--- config.mk ---
export PLATFORM = sky130hd
export DESIGN_NAME = seb_top
export DESIGN_NICKNAME = d
export VERILOG_FILES = /design/src/shared/seb_pkg.sv /design/src/design/seb_shifter.sv /design/src/design/seb_top.sv
export SDC_FILE = /design/constraint.sdc
export NUM_CORES = 1
export LEC_CHECK = 0
export ABC_CLOCK_PERIOD_IN_PS = 13700
export BUFFER_PORTS_ARGS = -buffer_cell sky130_fd_sc_hd__buf_4
export CAP_MARGIN = 20
export CORE_MARGIN = 2
export CORE_UTILIZATION = 50
export DETAILED_ROUTE_END_ITERATION = 7
export PLACE_DENSITY_LB_ADDON = 0.05
export SLEW_MARGIN = 20
export SYNTH_ARGS = -nofsm -noshare
export SYNTH_HDL_FRONTEND = slang
export SYNTH_SLANG_ARGS = --single-unit
--- constraint.sdc ---
create_clock -name ref_clk -period 13.7 [get_ports ref_clk]
set_input_delay 0.685 -clock ref_clk [delete_from_list [all_inputs] [get_ports ref_clk]]
set_output_delay 0.685 -clock ref_clk [all_outputs]
set_load 0.02 [all_outputs]
--- src/shared/seb_pkg.sv ---
// Functional notes
// - Master-select bit 5 of first_control_low set makes the port master, driving clock.
// - Master-select bit 5 cleared makes the port a slave clocked from outside.
// - Receive overflow flag sits at status_low bit 6; software clears before enabling.
// - Buffered-mode select bit 0 chooses enhanced queues instead of single buffer.
// - Nothing runs until enable bit 15 is set; software sets it last.
// - A master starts shifting as soon as the upper transmit buffer half is written.
// - With clock-edge select set in slave mode, slave-select enable must be set.
package seb_pkg;
   localparam int DATA_W = 32;
   localparam int HALF_W = 16;
   localparam int ADDR_W = 8;
   localparam logic [7:0] OFS_CON1L = 8'h00;
   localparam logic [7:0] OFS_CON1H = 8'h04;
   localparam logic [7:0] OFS_CON2L = 8'h08;
   localparam logic [7:0] OFS_STATL = 8'h0C;
   localparam logic [7:0] OFS_BUFL = 8'h10;
   localparam logic [7:0] OFS_BUFH = 8'h14;
   localparam logic [7:0] OFS_IRQ_STAT = 8'h18;
   localparam logic [7:0] OFS_IRQ_MASK = 8'h1C;
   // first_control_low fields
   localparam int C1L_PORT_ENABLE = 15;
   localparam int C1L_SAMPLE_PHASE = 9;
   localparam int C1L_CLOCK_EDGE = 8;
   localparam int C1L_SS_ENABLE = 7;
   localparam int C1L_CLOCK_IDLE = 6;
   localparam int C1L_MASTER_SELECT = 5;
   localparam int C1L_BUFFERED_MODE = 0;
   // status_low fields
   localparam int ST_RX_NOT_EMPTY = 0;
   localparam int ST_TX_FULL = 1;
   localparam int ST_BUSY = 4;
   localparam int ST_RX_OVERFLOW = 6;
   localparam logic [15:0] CTRL_RST = 16'h0000;
   // Queue geometry
   localparam int DEPTH = 4;
   localparam int PTR_W = 2;
   localparam int CNT_W = 3;
   localparam logic [CNT_W-1:0] CNT_DEPTH = 3'h4;
   localparam logic [CNT_W-1:0] CNT_SINGLE = 3'h1;
   localparam logic [CNT_W-1:0] CNT_ZERO = 3'h0;
   localparam logic [CNT_W-1:0] CNT_ONE = 3'h1;
   // Serial timing
   localparam int CLK_PERIOD_NS = 8;
   localparam int SCLK_HALF_NS = 32;
   localparam int SCLK_HALF_CYC =
      (SCLK_HALF_NS + CLK_PERIOD_NS - 1) / CLK_PERIOD_NS;
   localparam logic [2:0] DIV_LAST = 3'(SCLK_HALF_CYC - 1);
   localparam logic [5:0] BIT_LAST = 6'(DATA_W - 1);
   localparam logic [6:0] EDGE_TOTAL = 7'(2 * DATA_W);
   // Interrupt event bits
   localparam int EV_W = 3;
   typedef struct packed {
      logic rxOverflow;
      logic txEmpty;
      logic rxDone;
   } seb_evt_t;
   typedef struct packed {
      logic sclk;
      logic sdi;
      logic ssN;
   } seb_pins_t;
   localparam seb_pins_t PINS_RST = 3'h1;
   typedef enum logic [1:0] {
      ST_IDLE = 2'b00,
      ST_MASTER = 2'b01,
      ST_SLAVE = 2'b10
   } seb_state_t;
endpackage

--- src/design/seb_shifter.sv ---
`timescale 1ns/1ps
module seb_shifter (
   // Clock and reset
   input wire logic ref_clk,
   input wire logic reset,
   // Control
   input wire logic load,
   input wire logic [seb_pkg::DATA_W-1:0] loadWord,
   input wire logic sampleEv,
   input wire logic shiftEv,
   input wire logic sdi,
   // Results
   output logic sdo,
   output logic done,
   output logic [seb_pkg::DATA_W-1:0] rxWord
);
   logic [seb_pkg::DATA_W-1:0] txShift_reg;
   logic [seb_pkg::DATA_W-1:0] rxShift_reg;
   logic [5:0] bitCnt_reg;
   logic done_reg;

   always_ff @(posedge ref_clk or posedge reset) begin
      if (reset) begin
         txShift_reg <= '0;
         rxShift_reg <= '0;
         bitCnt_reg <= '0;
         done_reg <= 1'b0;
      end else begin
         done_reg <= 1'b0;
         if (load) begin
            txShift_reg <= loadWord;
            bitCnt_reg <= '0;
         end else begin
            if (sampleEv) begin
               rxShift_reg <= {rxShift_reg[seb_pkg::DATA_W-2:0], sdi};
               bitCnt_reg <= bitCnt_reg + 6'h01;
               if (bitCnt_reg == seb_pkg::BIT_LAST) begin
                  done_reg <= 1'b1;
               end
            end
            if (shiftEv) begin
               txShift_reg <= {txShift_reg[seb_pkg::DATA_W-2:0], 1'b0};
            end
         end
      end
   end

   assign sdo = txShift_reg[seb_pkg::DATA_W-1];
   assign done = done_reg;
   assign rxWord = rxShift_reg;
endmodule

--- src/design/seb_top.sv ---
// Decided for this implementation: the address map and the APB register port.
`timescale 1ns/1ps
module seb_top (
   // Clock and reset
   input wire logic ref_clk,
   input wire logic reset,
   // APB slave
   input wire logic [seb_pkg::ADDR_W-1:0] paddr,
   input wire logic psel,
   input wire logic penable,
   input wire logic pwrite,
   input wire logic [seb_pkg::DATA_W-1:0] pwdata,
   output logic [seb_pkg::DATA_W-1:0] prdata,
   output logic pready,
   output logic pslverr,
   // Serial link
   input wire logic sclkIn,
   input wire logic sdi,
   input wire logic slaveSelectPinN,
   output logic sclkOut,
   output logic sclkOe,
   output logic sdo,
   // Interrupt
   output logic irq
);
   function automatic logic isReg(input logic [7:0] a,
                                  input logic [7:0] ofs);
      return a == ofs;
   endfunction

   // Pin synchronisers
   seb_pkg::seb_pins_t pinRaw;
   seb_pkg::seb_pins_t pinMeta_reg;
   seb_pkg::seb_pins_t pinSync_reg;
   logic sclkPrev_reg;

   assign pinRaw = '{sclk: sclkIn, sdi: sdi, ssN: slaveSelectPinN};

   generate
      for (genvar i = 0; i < 3; i++) begin : g_sync
         always_ff @(posedge ref_clk or posedge reset) begin
            if (reset) begin
               pinMeta_reg[i] <= seb_pkg::PINS_RST[i];
               pinSync_reg[i] <= seb_pkg::PINS_RST[i];
            end else begin
               pinMeta_reg[i] <= pinRaw[i];
               pinSync_reg[i] <= pinMeta_reg[i];
            end
         end
      end
   endgenerate

   always_ff @(posedge ref_clk or posedge reset) begin
      if (reset) begin
         sclkPrev_reg <= 1'b0;
      end else begin
         sclkPrev_reg <= pinSync_reg.sclk;
      end
   end

   // Control registers
   logic [15:0] con1l_reg;
   logic [15:0] con1h_reg;
   logic [15:0] con2l_reg;
   logic [15:0] txLow_reg;
   logic portEnable;
   logic isMaster;
   logic bufferedMode;
   logic clockEdge;
   logic clockIdle;
   logic ssEnable;
   logic [seb_pkg::CNT_W-1:0] limit;

   assign portEnable = con1l_reg[seb_pkg::C1L_PORT_ENABLE];
   assign isMaster = con1l_reg[seb_pkg::C1L_MASTER_SELECT];
   assign bufferedMode = con1l_reg[seb_pkg::C1L_BUFFERED_MODE];
   assign clockEdge = con1l_reg[seb_pkg::C1L_CLOCK_EDGE];
   assign clockIdle = con1l_reg[seb_pkg::C1L_CLOCK_IDLE];
   assign ssEnable = con1l_reg[seb_pkg::C1L_SS_ENABLE];
   // Enhanced mode opens the full queue depth
   assign limit = bufferedMode ? seb_pkg::CNT_DEPTH :
                  seb_pkg::CNT_SINGLE;

   // APB handshake: one wait state, answer registered
   logic pready_reg;
   logic pslverr_reg;
   logic [seb_pkg::DATA_W-1:0] prdata_reg;
   logic access;
   logic wrDone;
   logic rdDone;
   logic mapped;

   assign access = psel & penable & ~pready_reg;
   assign wrDone = psel & penable & pready_reg & pwrite;
   assign rdDone = psel & penable & pready_reg & ~pwrite;
   assign mapped = isReg(paddr, seb_pkg::OFS_CON1L) |
                   isReg(paddr, seb_pkg::OFS_CON1H) |
                   isReg(paddr, seb_pkg::OFS_CON2L) |
                   isReg(paddr, seb_pkg::OFS_STATL) |
                   isReg(paddr, seb_pkg::OFS_BUFL) |
                   isReg(paddr, seb_pkg::OFS_BUFH) |
                   isReg(paddr, seb_pkg::OFS_IRQ_STAT) |
                   isReg(paddr, seb_pkg::OFS_IRQ_MASK);

   always_ff @(posedge ref_clk or posedge reset) begin
      if (reset) begin
         con1l_reg <= seb_pkg::CTRL_RST;
         con1h_reg <= seb_pkg::CTRL_RST;
         con2l_reg <= seb_pkg::CTRL_RST;
         txLow_reg <= seb_pkg::CTRL_RST;
      end else if (wrDone) begin
         if (isReg(paddr, seb_pkg::OFS_CON1L)) begin
            con1l_reg <= pwdata[15:0];
         end
         if (isReg(paddr, seb_pkg::OFS_CON1H)) begin
            con1h_reg <= pwdata[15:0];
         end
         if (isReg(paddr, seb_pkg::OFS_CON2L)) begin
            con2l_reg <= pwdata[15:0];
         end
         if (isReg(paddr, seb_pkg::OFS_BUFL)) begin
            txLow_reg <= pwdata[15:0];
         end
      end
   end

   // Transmit queue
   logic [seb_pkg::DATA_W-1:0] txMem [seb_pkg::DEPTH];
   logic [seb_pkg::PTR_W-1:0] txWr_reg;
   logic [seb_pkg::PTR_W-1:0] txRd_reg;
   logic [seb_pkg::CNT_W-1:0] txCount_reg;
   logic txPush;
   logic txPop;
   logic txFlush;
   logic txFull;

   assign txFull = txCount_reg >= limit;
   // Writing a data buffer while disabled clears stale words
   assign txFlush = wrDone & ~portEnable &
                    (isReg(paddr, seb_pkg::OFS_BUFL) |
                     isReg(paddr, seb_pkg::OFS_BUFH));
   // Upper half completes the word and queues it
   assign txPush = wrDone & portEnable & ~txFull &
                   isReg(paddr, seb_pkg::OFS_BUFH);

   always_ff @(posedge ref_clk) begin
      if (txPush) begin
         txMem[txWr_reg] <= {pwdata[15:0], txLow_reg};
      end
   end

   always_ff @(posedge ref_clk or posedge reset) begin
      if (reset) begin
         txWr_reg <= '0;
         txRd_reg <= '0;
         txCount_reg <= seb_pkg::CNT_ZERO;
      end else if (txFlush) begin
         txWr_reg <= '0;
         txRd_reg <= '0;
         txCount_reg <= seb_pkg::CNT_ZERO;
      end else begin
         if (txPush) begin
            txWr_reg <= txWr_reg + 2'h1;
         end
         if (txPop) begin
            txRd_reg <= txRd_reg + 2'h1;
         end
         if (txPush & ~txPop) begin
            txCount_reg <= txCount_reg + seb_pkg::CNT_ONE;
         end else if (txPop & ~txPush) begin
            txCount_reg <= txCount_reg - seb_pkg::CNT_ONE;
         end
      end
   end

   // Receive queue
   logic [seb_pkg::DATA_W-1:0] rxMem [seb_pkg::DEPTH];
   logic [seb_pkg::PTR_W-1:0] rxWr_reg;
   logic [seb_pkg::PTR_W-1:0] rxRd_reg;
   logic [seb_pkg::CNT_W-1:0] rxCount_reg;
   logic [seb_pkg::DATA_W-1:0] rxWord;
   logic [seb_pkg::DATA_W-1:0] rxHead;
   logic shiftDone;
   logic rxPush;
   logic rxPop;
   logic rxLost;

   assign rxHead = rxMem[rxRd_reg];
   assign rxPush = shiftDone & (rxCount_reg < limit);
   assign rxLost = shiftDone & (rxCount_reg >= limit);
   assign rxPop = rdDone & isReg(paddr, seb_pkg::OFS_BUFH) &
                  (rxCount_reg != seb_pkg::CNT_ZERO);

   always_ff @(posedge ref_clk) begin
      if (rxPush) begin
         rxMem[rxWr_reg] <= rxWord;
      end
   end

   always_ff @(posedge ref_clk or posedge reset) begin
      if (reset) begin
         rxWr_reg <= '0;
         rxRd_reg <= '0;
         rxCount_reg <= seb_pkg::CNT_ZERO;
      end else begin
         if (rxPush) begin
            rxWr_reg <= rxWr_reg + 2'h1;
         end
         if (rxPop) begin
            rxRd_reg <= rxRd_reg + 2'h1;
         end
         if (rxPush & ~rxPop) begin
            rxCount_reg <= rxCount_reg + seb_pkg::CNT_ONE;
         end else if (rxPop & ~rxPush) begin
            rxCount_reg <= rxCount_reg - seb_pkg::CNT_ONE;
         end
      end
   end

   // Transfer control
   seb_pkg::seb_state_t state_reg;
   logic [2:0] div_reg;
   logic [6:0] edgeCnt_reg;
   logic sclk_reg;
   logic tick;
   logic slaveRise;
   logic slaveFall;
   logic ssActive;
   logic linkEdge;
   logic leadEdge;
   logic load;
   logic [seb_pkg::DATA_W-1:0] loadWord;
   logic sampleEv;
   logic shiftEv;

   assign tick = (state_reg == seb_pkg::ST_MASTER) &&
                 (div_reg == seb_pkg::DIV_LAST);
   assign slaveRise = pinSync_reg.sclk & ~sclkPrev_reg;
   assign slaveFall = ~pinSync_reg.sclk & sclkPrev_reg;
   // Pin is honoured only when slave-select is enabled
   assign ssActive = ~ssEnable | ~pinSync_reg.ssN;
   assign linkEdge = (state_reg == seb_pkg::ST_MASTER) ?
                     (tick && edgeCnt_reg != seb_pkg::EDGE_TOTAL) :
                     (state_reg == seb_pkg::ST_SLAVE) &
                     (slaveRise | slaveFall);
   assign leadEdge = (state_reg == seb_pkg::ST_MASTER) ?
                     (sclk_reg == clockIdle) :
                     (clockIdle ? slaveFall : slaveRise);
   assign sampleEv = linkEdge & (clockEdge ? leadEdge : ~leadEdge);
   // The first edge never shifts: the top bit is already out
   assign shiftEv = linkEdge & (clockEdge ? ~leadEdge : leadEdge) &
                    (edgeCnt_reg != 7'h00);
   assign load = (state_reg == seb_pkg::ST_IDLE) & portEnable &
                 (isMaster ? (txCount_reg != seb_pkg::CNT_ZERO) :
                  ssActive);
   assign txPop = load & (txCount_reg != seb_pkg::CNT_ZERO);
   // An empty slave queue sends zeros rather than stale data
   assign loadWord = txPop ? txMem[txRd_reg] : '0;

   always_ff @(posedge ref_clk or posedge reset) begin
      if (reset) begin
         state_reg <= seb_pkg::ST_IDLE;
         div_reg <= '0;
         edgeCnt_reg <= '0;
      end else if (~portEnable) begin
         state_reg <= seb_pkg::ST_IDLE;
         div_reg <= '0;
         edgeCnt_reg <= '0;
      end else begin
         case (state_reg)
            seb_pkg::ST_IDLE: begin
               div_reg <= '0;
               edgeCnt_reg <= '0;
               if (load && isMaster) begin
                  state_reg <= seb_pkg::ST_MASTER;
               end else if (load) begin
                  state_reg <= seb_pkg::ST_SLAVE;
               end
            end
            seb_pkg::ST_MASTER: begin
               div_reg <= tick ? 3'h0 : div_reg + 3'h1;
               if (linkEdge) begin
                  edgeCnt_reg <= edgeCnt_reg + 7'h01;
               end
               if (tick && edgeCnt_reg == seb_pkg::EDGE_TOTAL) begin
                  state_reg <= seb_pkg::ST_IDLE;
               end
            end
            seb_pkg::ST_SLAVE: begin
               if (linkEdge) begin
                  edgeCnt_reg <= edgeCnt_reg + 7'h01;
               end
               if (~ssActive ||
                   edgeCnt_reg == seb_pkg::EDGE_TOTAL) begin
                  state_reg <= seb_pkg::ST_IDLE;
               end
            end
            default: begin
               state_reg <= seb_pkg::ST_IDLE;
            end
         endcase
      end
   end

   // Master clock drive; slave leaves the clock pin released
   always_ff @(posedge ref_clk or posedge reset) begin
      if (reset) begin
         sclk_reg <= 1'b0;
         sclkOe <= 1'b0;
      end else begin
         sclkOe <= portEnable & isMaster;
         if (state_reg != seb_pkg::ST_MASTER) begin
            sclk_reg <= clockIdle;
         end else if (linkEdge) begin
            sclk_reg <= ~sclk_reg;
         end
      end
   end

   assign sclkOut = sclk_reg;

   seb_shifter u_shifter (
      .ref_clk(ref_clk),
      .reset(reset),
      .load(load),
      .loadWord(loadWord),
      .sampleEv(sampleEv),
      .shiftEv(shiftEv),
      .sdi(pinSync_reg.sdi),
      .sdo(sdo),
      .done(shiftDone),
      .rxWord(rxWord)
   );

   // Overflow flag and interrupt status; a new event beats a clear
   logic rov_reg;
   logic [seb_pkg::EV_W-1:0] irqStat_reg;
   logic [seb_pkg::EV_W-1:0] irqMask_reg;
   seb_pkg::seb_evt_t evt;

   assign evt = '{rxOverflow: rxLost,
                  txEmpty: txPop & (txCount_reg == seb_pkg::CNT_ONE),
                  rxDone: shiftDone};

   always_ff @(posedge ref_clk or posedge reset) begin
      if (reset) begin
         rov_reg <= 1'b0;
      end else if (rxLost) begin
         rov_reg <= 1'b1;
      end else if (wrDone && isReg(paddr, seb_pkg::OFS_STATL) &&
                   pwdata[seb_pkg::ST_RX_OVERFLOW]) begin
         rov_reg <= 1'b0;
      end
   end

   always_ff @(posedge ref_clk or posedge reset) begin
      if (reset) begin
         irqStat_reg <= '0;
         irqMask_reg <= '0;
      end else begin
         if (wrDone && isReg(paddr, seb_pkg::OFS_IRQ_MASK)) begin
            irqMask_reg <= pwdata[seb_pkg::EV_W-1:0];
         end
         if (wrDone && isReg(paddr, seb_pkg::OFS_IRQ_STAT)) begin
            irqStat_reg <= (irqStat_reg & ~pwdata[seb_pkg::EV_W-1:0])
                           | evt;
         end else begin
            irqStat_reg <= irqStat_reg | evt;
         end
      end
   end

   always_ff @(posedge ref_clk or posedge reset) begin
      if (reset) begin
         irq <= 1'b0;
      end else begin
         irq <= |(irqStat_reg & irqMask_reg);
      end
   end

   // Read answer, captured in the cycle before pready
   logic [15:0] statWord;

   always_comb begin
      statWord = '0;
      statWord[seb_pkg::ST_RX_OVERFLOW] = rov_reg;
      statWord[seb_pkg::ST_BUSY] = state_reg != seb_pkg::ST_IDLE;
      statWord[seb_pkg::ST_TX_FULL] = txFull;
      statWord[seb_pkg::ST_RX_NOT_EMPTY] =
         rxCount_reg != seb_pkg::CNT_ZERO;
   end

   always_ff @(posedge ref_clk or posedge reset) begin
      if (reset) begin
         pready_reg <= 1'b0;
         pslverr_reg <= 1'b0;
         prdata_reg <= '0;
      end else begin
         pready_reg <= access;
         pslverr_reg <= access & ~mapped;
         if (access & ~pwrite) begin
            case (paddr)
               seb_pkg::OFS_CON1L: prdata_reg <= {16'h0000, con1l_reg};
               seb_pkg::OFS_CON1H: prdata_reg <= {16'h0000, con1h_reg};
               seb_pkg::OFS_CON2L: prdata_reg <= {16'h0000, con2l_reg};
               seb_pkg::OFS_STATL: prdata_reg <= {16'h0000, statWord};
               seb_pkg::OFS_BUFL: begin
                  prdata_reg <= {16'h0000, rxHead[15:0]};
               end
               seb_pkg::OFS_BUFH: begin
                  prdata_reg <= {16'h0000, rxHead[31:16]};
               end
               seb_pkg::OFS_IRQ_STAT: begin
                  prdata_reg <= 32'(irqStat_reg);
               end
               seb_pkg::OFS_IRQ_MASK: begin
                  prdata_reg <= 32'(irqMask_reg);
               end
               default: prdata_reg <= '0;
            endcase
         end else begin
            // Data stands only with pready, zero otherwise
            prdata_reg <= '0;
         end
      end
   end

   assign pready = pready_reg;
   assign pslverr = pslverr_reg;
   assign prdata = prdata_reg;
endmodule

==> flow_summary.toml <==
[yosys]
ys_types = 64
ys_seq_area_frac = 0.674
syn_avg_cell_area_sq_um = 16.9
mappedNetlistArea_sq_um = 18700
synth-edff-count = 256
syn-instance-count = 1103
yosys_most_used_dff = "edfxtp_1"
yosysWarnings = 0
ys_ff_latch = 452
postSynth.asyncResetShare = 0.434

[clock_tree]
ctsResizeCount = 0
numCtsBuffers = 47
clk_latency_ps = 560
clock_path_buffers = 3
root_buffer = "clkbuf_16"
postCtsHoldBufs = 0
cts_tree = "built"
clkSlewWorstSetupHoldPaths_ps = 60
cts_sinks = 452
ctsHtreeMaxLevel = 2
postCtsSetupBuffers = 0

[final_layout]
nets = 1247
layout-drive-gt1-share = 0.306
postLayoutCellArea_sq_um = 21200
multi_input_area_sq_um = 5660
finalNonFillerCells = 1679
fillers = 2882
reg.largest.list = "rxMem (128), txMem (128)"
seq_area_sq_um = 12600
syn_to_final_growth_pct = 13.2
diodes = 0

[power]
static-leakage-power_nw = 8.27
vdd_drop_max_mv = 0.116
totalPowerFinal_mw = 2.81
p_per_area_nw_per_um2 = 133

[floorplan]
ios = 86
die_w_microns = 197
row_count = 70
die_area_sq_um = 38900
initial_core_util = 0.509
core_sq_um = 36700
die_h_microns = 197

[critical_path]
crit_buf_inv = 2
end_kind = "flop"
critPathArrivalTime_ps = 4050
reg2regPathDepth = 8
crit_family = "compound AO/OA/AOI/OAI gates"
crit_type = "reg2reg"
cp-start-kind = "flop"
cp_slowest_cell = "a2111oi_4"
worstReg2RegEnd = "u_shifter.rxWord[31]$_DFFE_PP0P_"
cp_slowest_stage_delay_ps = 810
reg2reg_from = "state_reg[1]$_DFFE_PP0P_"
cp_max_fo = 32
reg2reg_slack_ps = 10090
path_cells = "inv_1 > ha_1 > nand3b_1 > a31o_1 > a2111oi_4 > and2_2 > buf_4 > mux2_2"
required_ps = 14140

[timing]
period_minus_slack_ps = 3610
fin_worst_skew_ps = 22.2
fin_crit_sh = 0.263
maxSlewViolCount = 0
timing.fmax_mhz = 277
relSlewSlack = 0.301
grt_setup_unrepaired = "false"
worst_pin_slew_ps = 1050
hold_viol_final = 0
setup_viol = 0
finalSetupTns_ps = 0

[placed_design]
port_buffers = 53
dp_hpwl_microns = 21200
gp_congestion = 0.798
dp.cells = 1590
dpl_cell_area_sq_um = 19500

[routing]
vias_per_cell = 5.72
wl_per_cell_microns = 22.1
first_pass_iters = 5
first_iter_violations = 462
ant_nets = 0
drt-total-wl_microns = 37100
drc = 0
vias = 9605

[run_status]
status = "completed"

[global_route]
grt_antenna_before_repair = 1
grt_pass1_wl_microns = 58200
grt_pass1_vias = 10000
grt_use_total = 0.197
gr-total-overflow = 0
grt_max_degree = 127

[min_path]
hold_path.class = "in2async"

[run]
timing.max_cap.violations = 0
## cells in the final DEF (no fill, tap or decap), drive strengths merged, types with 9 or more instances in the layout
| cell type | count |
|---|---|
| a222oi | 13 |
| clkinv | 15 |
| mux2 | 135 |
| conb | 16 |
| mux2i | 10 |
| ha | 26 |
| buf | 78 |
| and2 | 18 |
| edfxtp | 256 |
| inv | 31 |
| dfrtp | 194 |
| xnor2 | 9 |
| a21oi | 22 |
| nand2 | 49 |
| a22o | 55 |
| o21ai | 18 |
| clkbuf | 62 |
| mux4 | 65 |
| nor2 | 35 |
## per-layer routing
metal | vias up | global-route usage | part of all wire
li1 | 4348 | - | -
met1 | 5043 | 0.269 | 0.44
met2 | 154 | 0.330 | 0.50
met3 | 60 | 0.0297 | 0.034
met4 | 0 | 0.0563 | 0.022
met5 | - | 0 | 0
## logic make-up (layout without fill, tap and decap cells)
group                      after synthesis  in the layout  synth area share
and+or+nand+nor                        164            164            0.0467
muxes                                  210            210             0.171
adders and majority gates               27             27            0.0185
xor gates and xnor gates                13             13           0.00609
AOI/OAI and AO/OA                      135            135            0.0555
other                                    1             16          0.000201
DFF                                    452            452             0.674
buffers and inverters                  101            194            0.0279
## metrics by stage
stage	setup slack (ps)	utilization	hold WS [ps]
final	10090	0.576	143
after floorplan	7680	-	331
after detailed placement	9940	0.532	336
after CTS	10110	0.576	201
after global placement	10000	0.532	340
after global routing	9910	0.576	169
## synthesized netlist by cell type, types with 5 or more instances
library cell  instances  area [sq um]
edfxtp_1            256          7690
dfrtp_1             194          4850
mux2_2              102          1150
mux4_2               65          1460
a22o_1               55           482
nand2_1              49           184
nor2_1               35           131
clkbuf_1             34           128
mux2_4               30           450
inv_1                28           105
ha_1                 26           325
a21oi_1              22           110
and2_1               18           113
o21ai_0              17          85.1
buf_4                16           120
buf_2                14          70.1
a222oi_1             13           130
mux2i_1              10           100
xnor2_1               9          78.8
and3_1                8          50.1
nand2b_1              8          50.1
nand3_1               5          25.0
nand4_1               5          31.3
nor3_1                5          25.0
## layout make-up
| cell class | instances | area share |
|---|---|---|
| tap | 468 | 0.0277 |
| clock inverter | 26 | 0.0151 |
| clock buffer | 62 | 0.0601 |
| multi-input combinational | 565 | 0.268 |
| inverter | 28 | 0.00532 |
| timing repair buffer | 78 | 0.0286 |
| sequential | 452 | 0.595 |
## worst max path at each step
stage	startpoint	to	cells past startpoint
5_1_grt	state_reg[1]$_DFFE_PP0P_	u_shifter.rxWord[31]$_DFFE_PP0P_	8
3_3_place_gp	paddr[5]	txMem[1][0]$_DFFE_PP_	7
2_1_floorplan	reset	con1h_reg[0]$_DFFE_PP0P_	1
6_report	state_reg[1]$_DFFE_PP0P_	u_shifter.rxWord[31]$_DFFE_PP0P_	8
3_5_place_dp	paddr[5]	txMem[1][17]$_DFFE_PP_	7
4_1_cts	con1l_reg[0]$_DFFE_PP0P_	txMem[1][30]$_DFFE_PP_	7
## power breakdown
| part | leakage [nW] | internal, mW | total (mW) | switching (mW) |
|---|---|---|---|---|
| Combinational | 2.52 | 0.0270 | 0.0746 | 0.0476 |
| Sequential | 4.97 | 1.43 | 1.44 | 0.00382 |
| Clock | 0.785 | 0.788 | 1.30 | 0.514 |
Power figures use the tool's default switching activity.
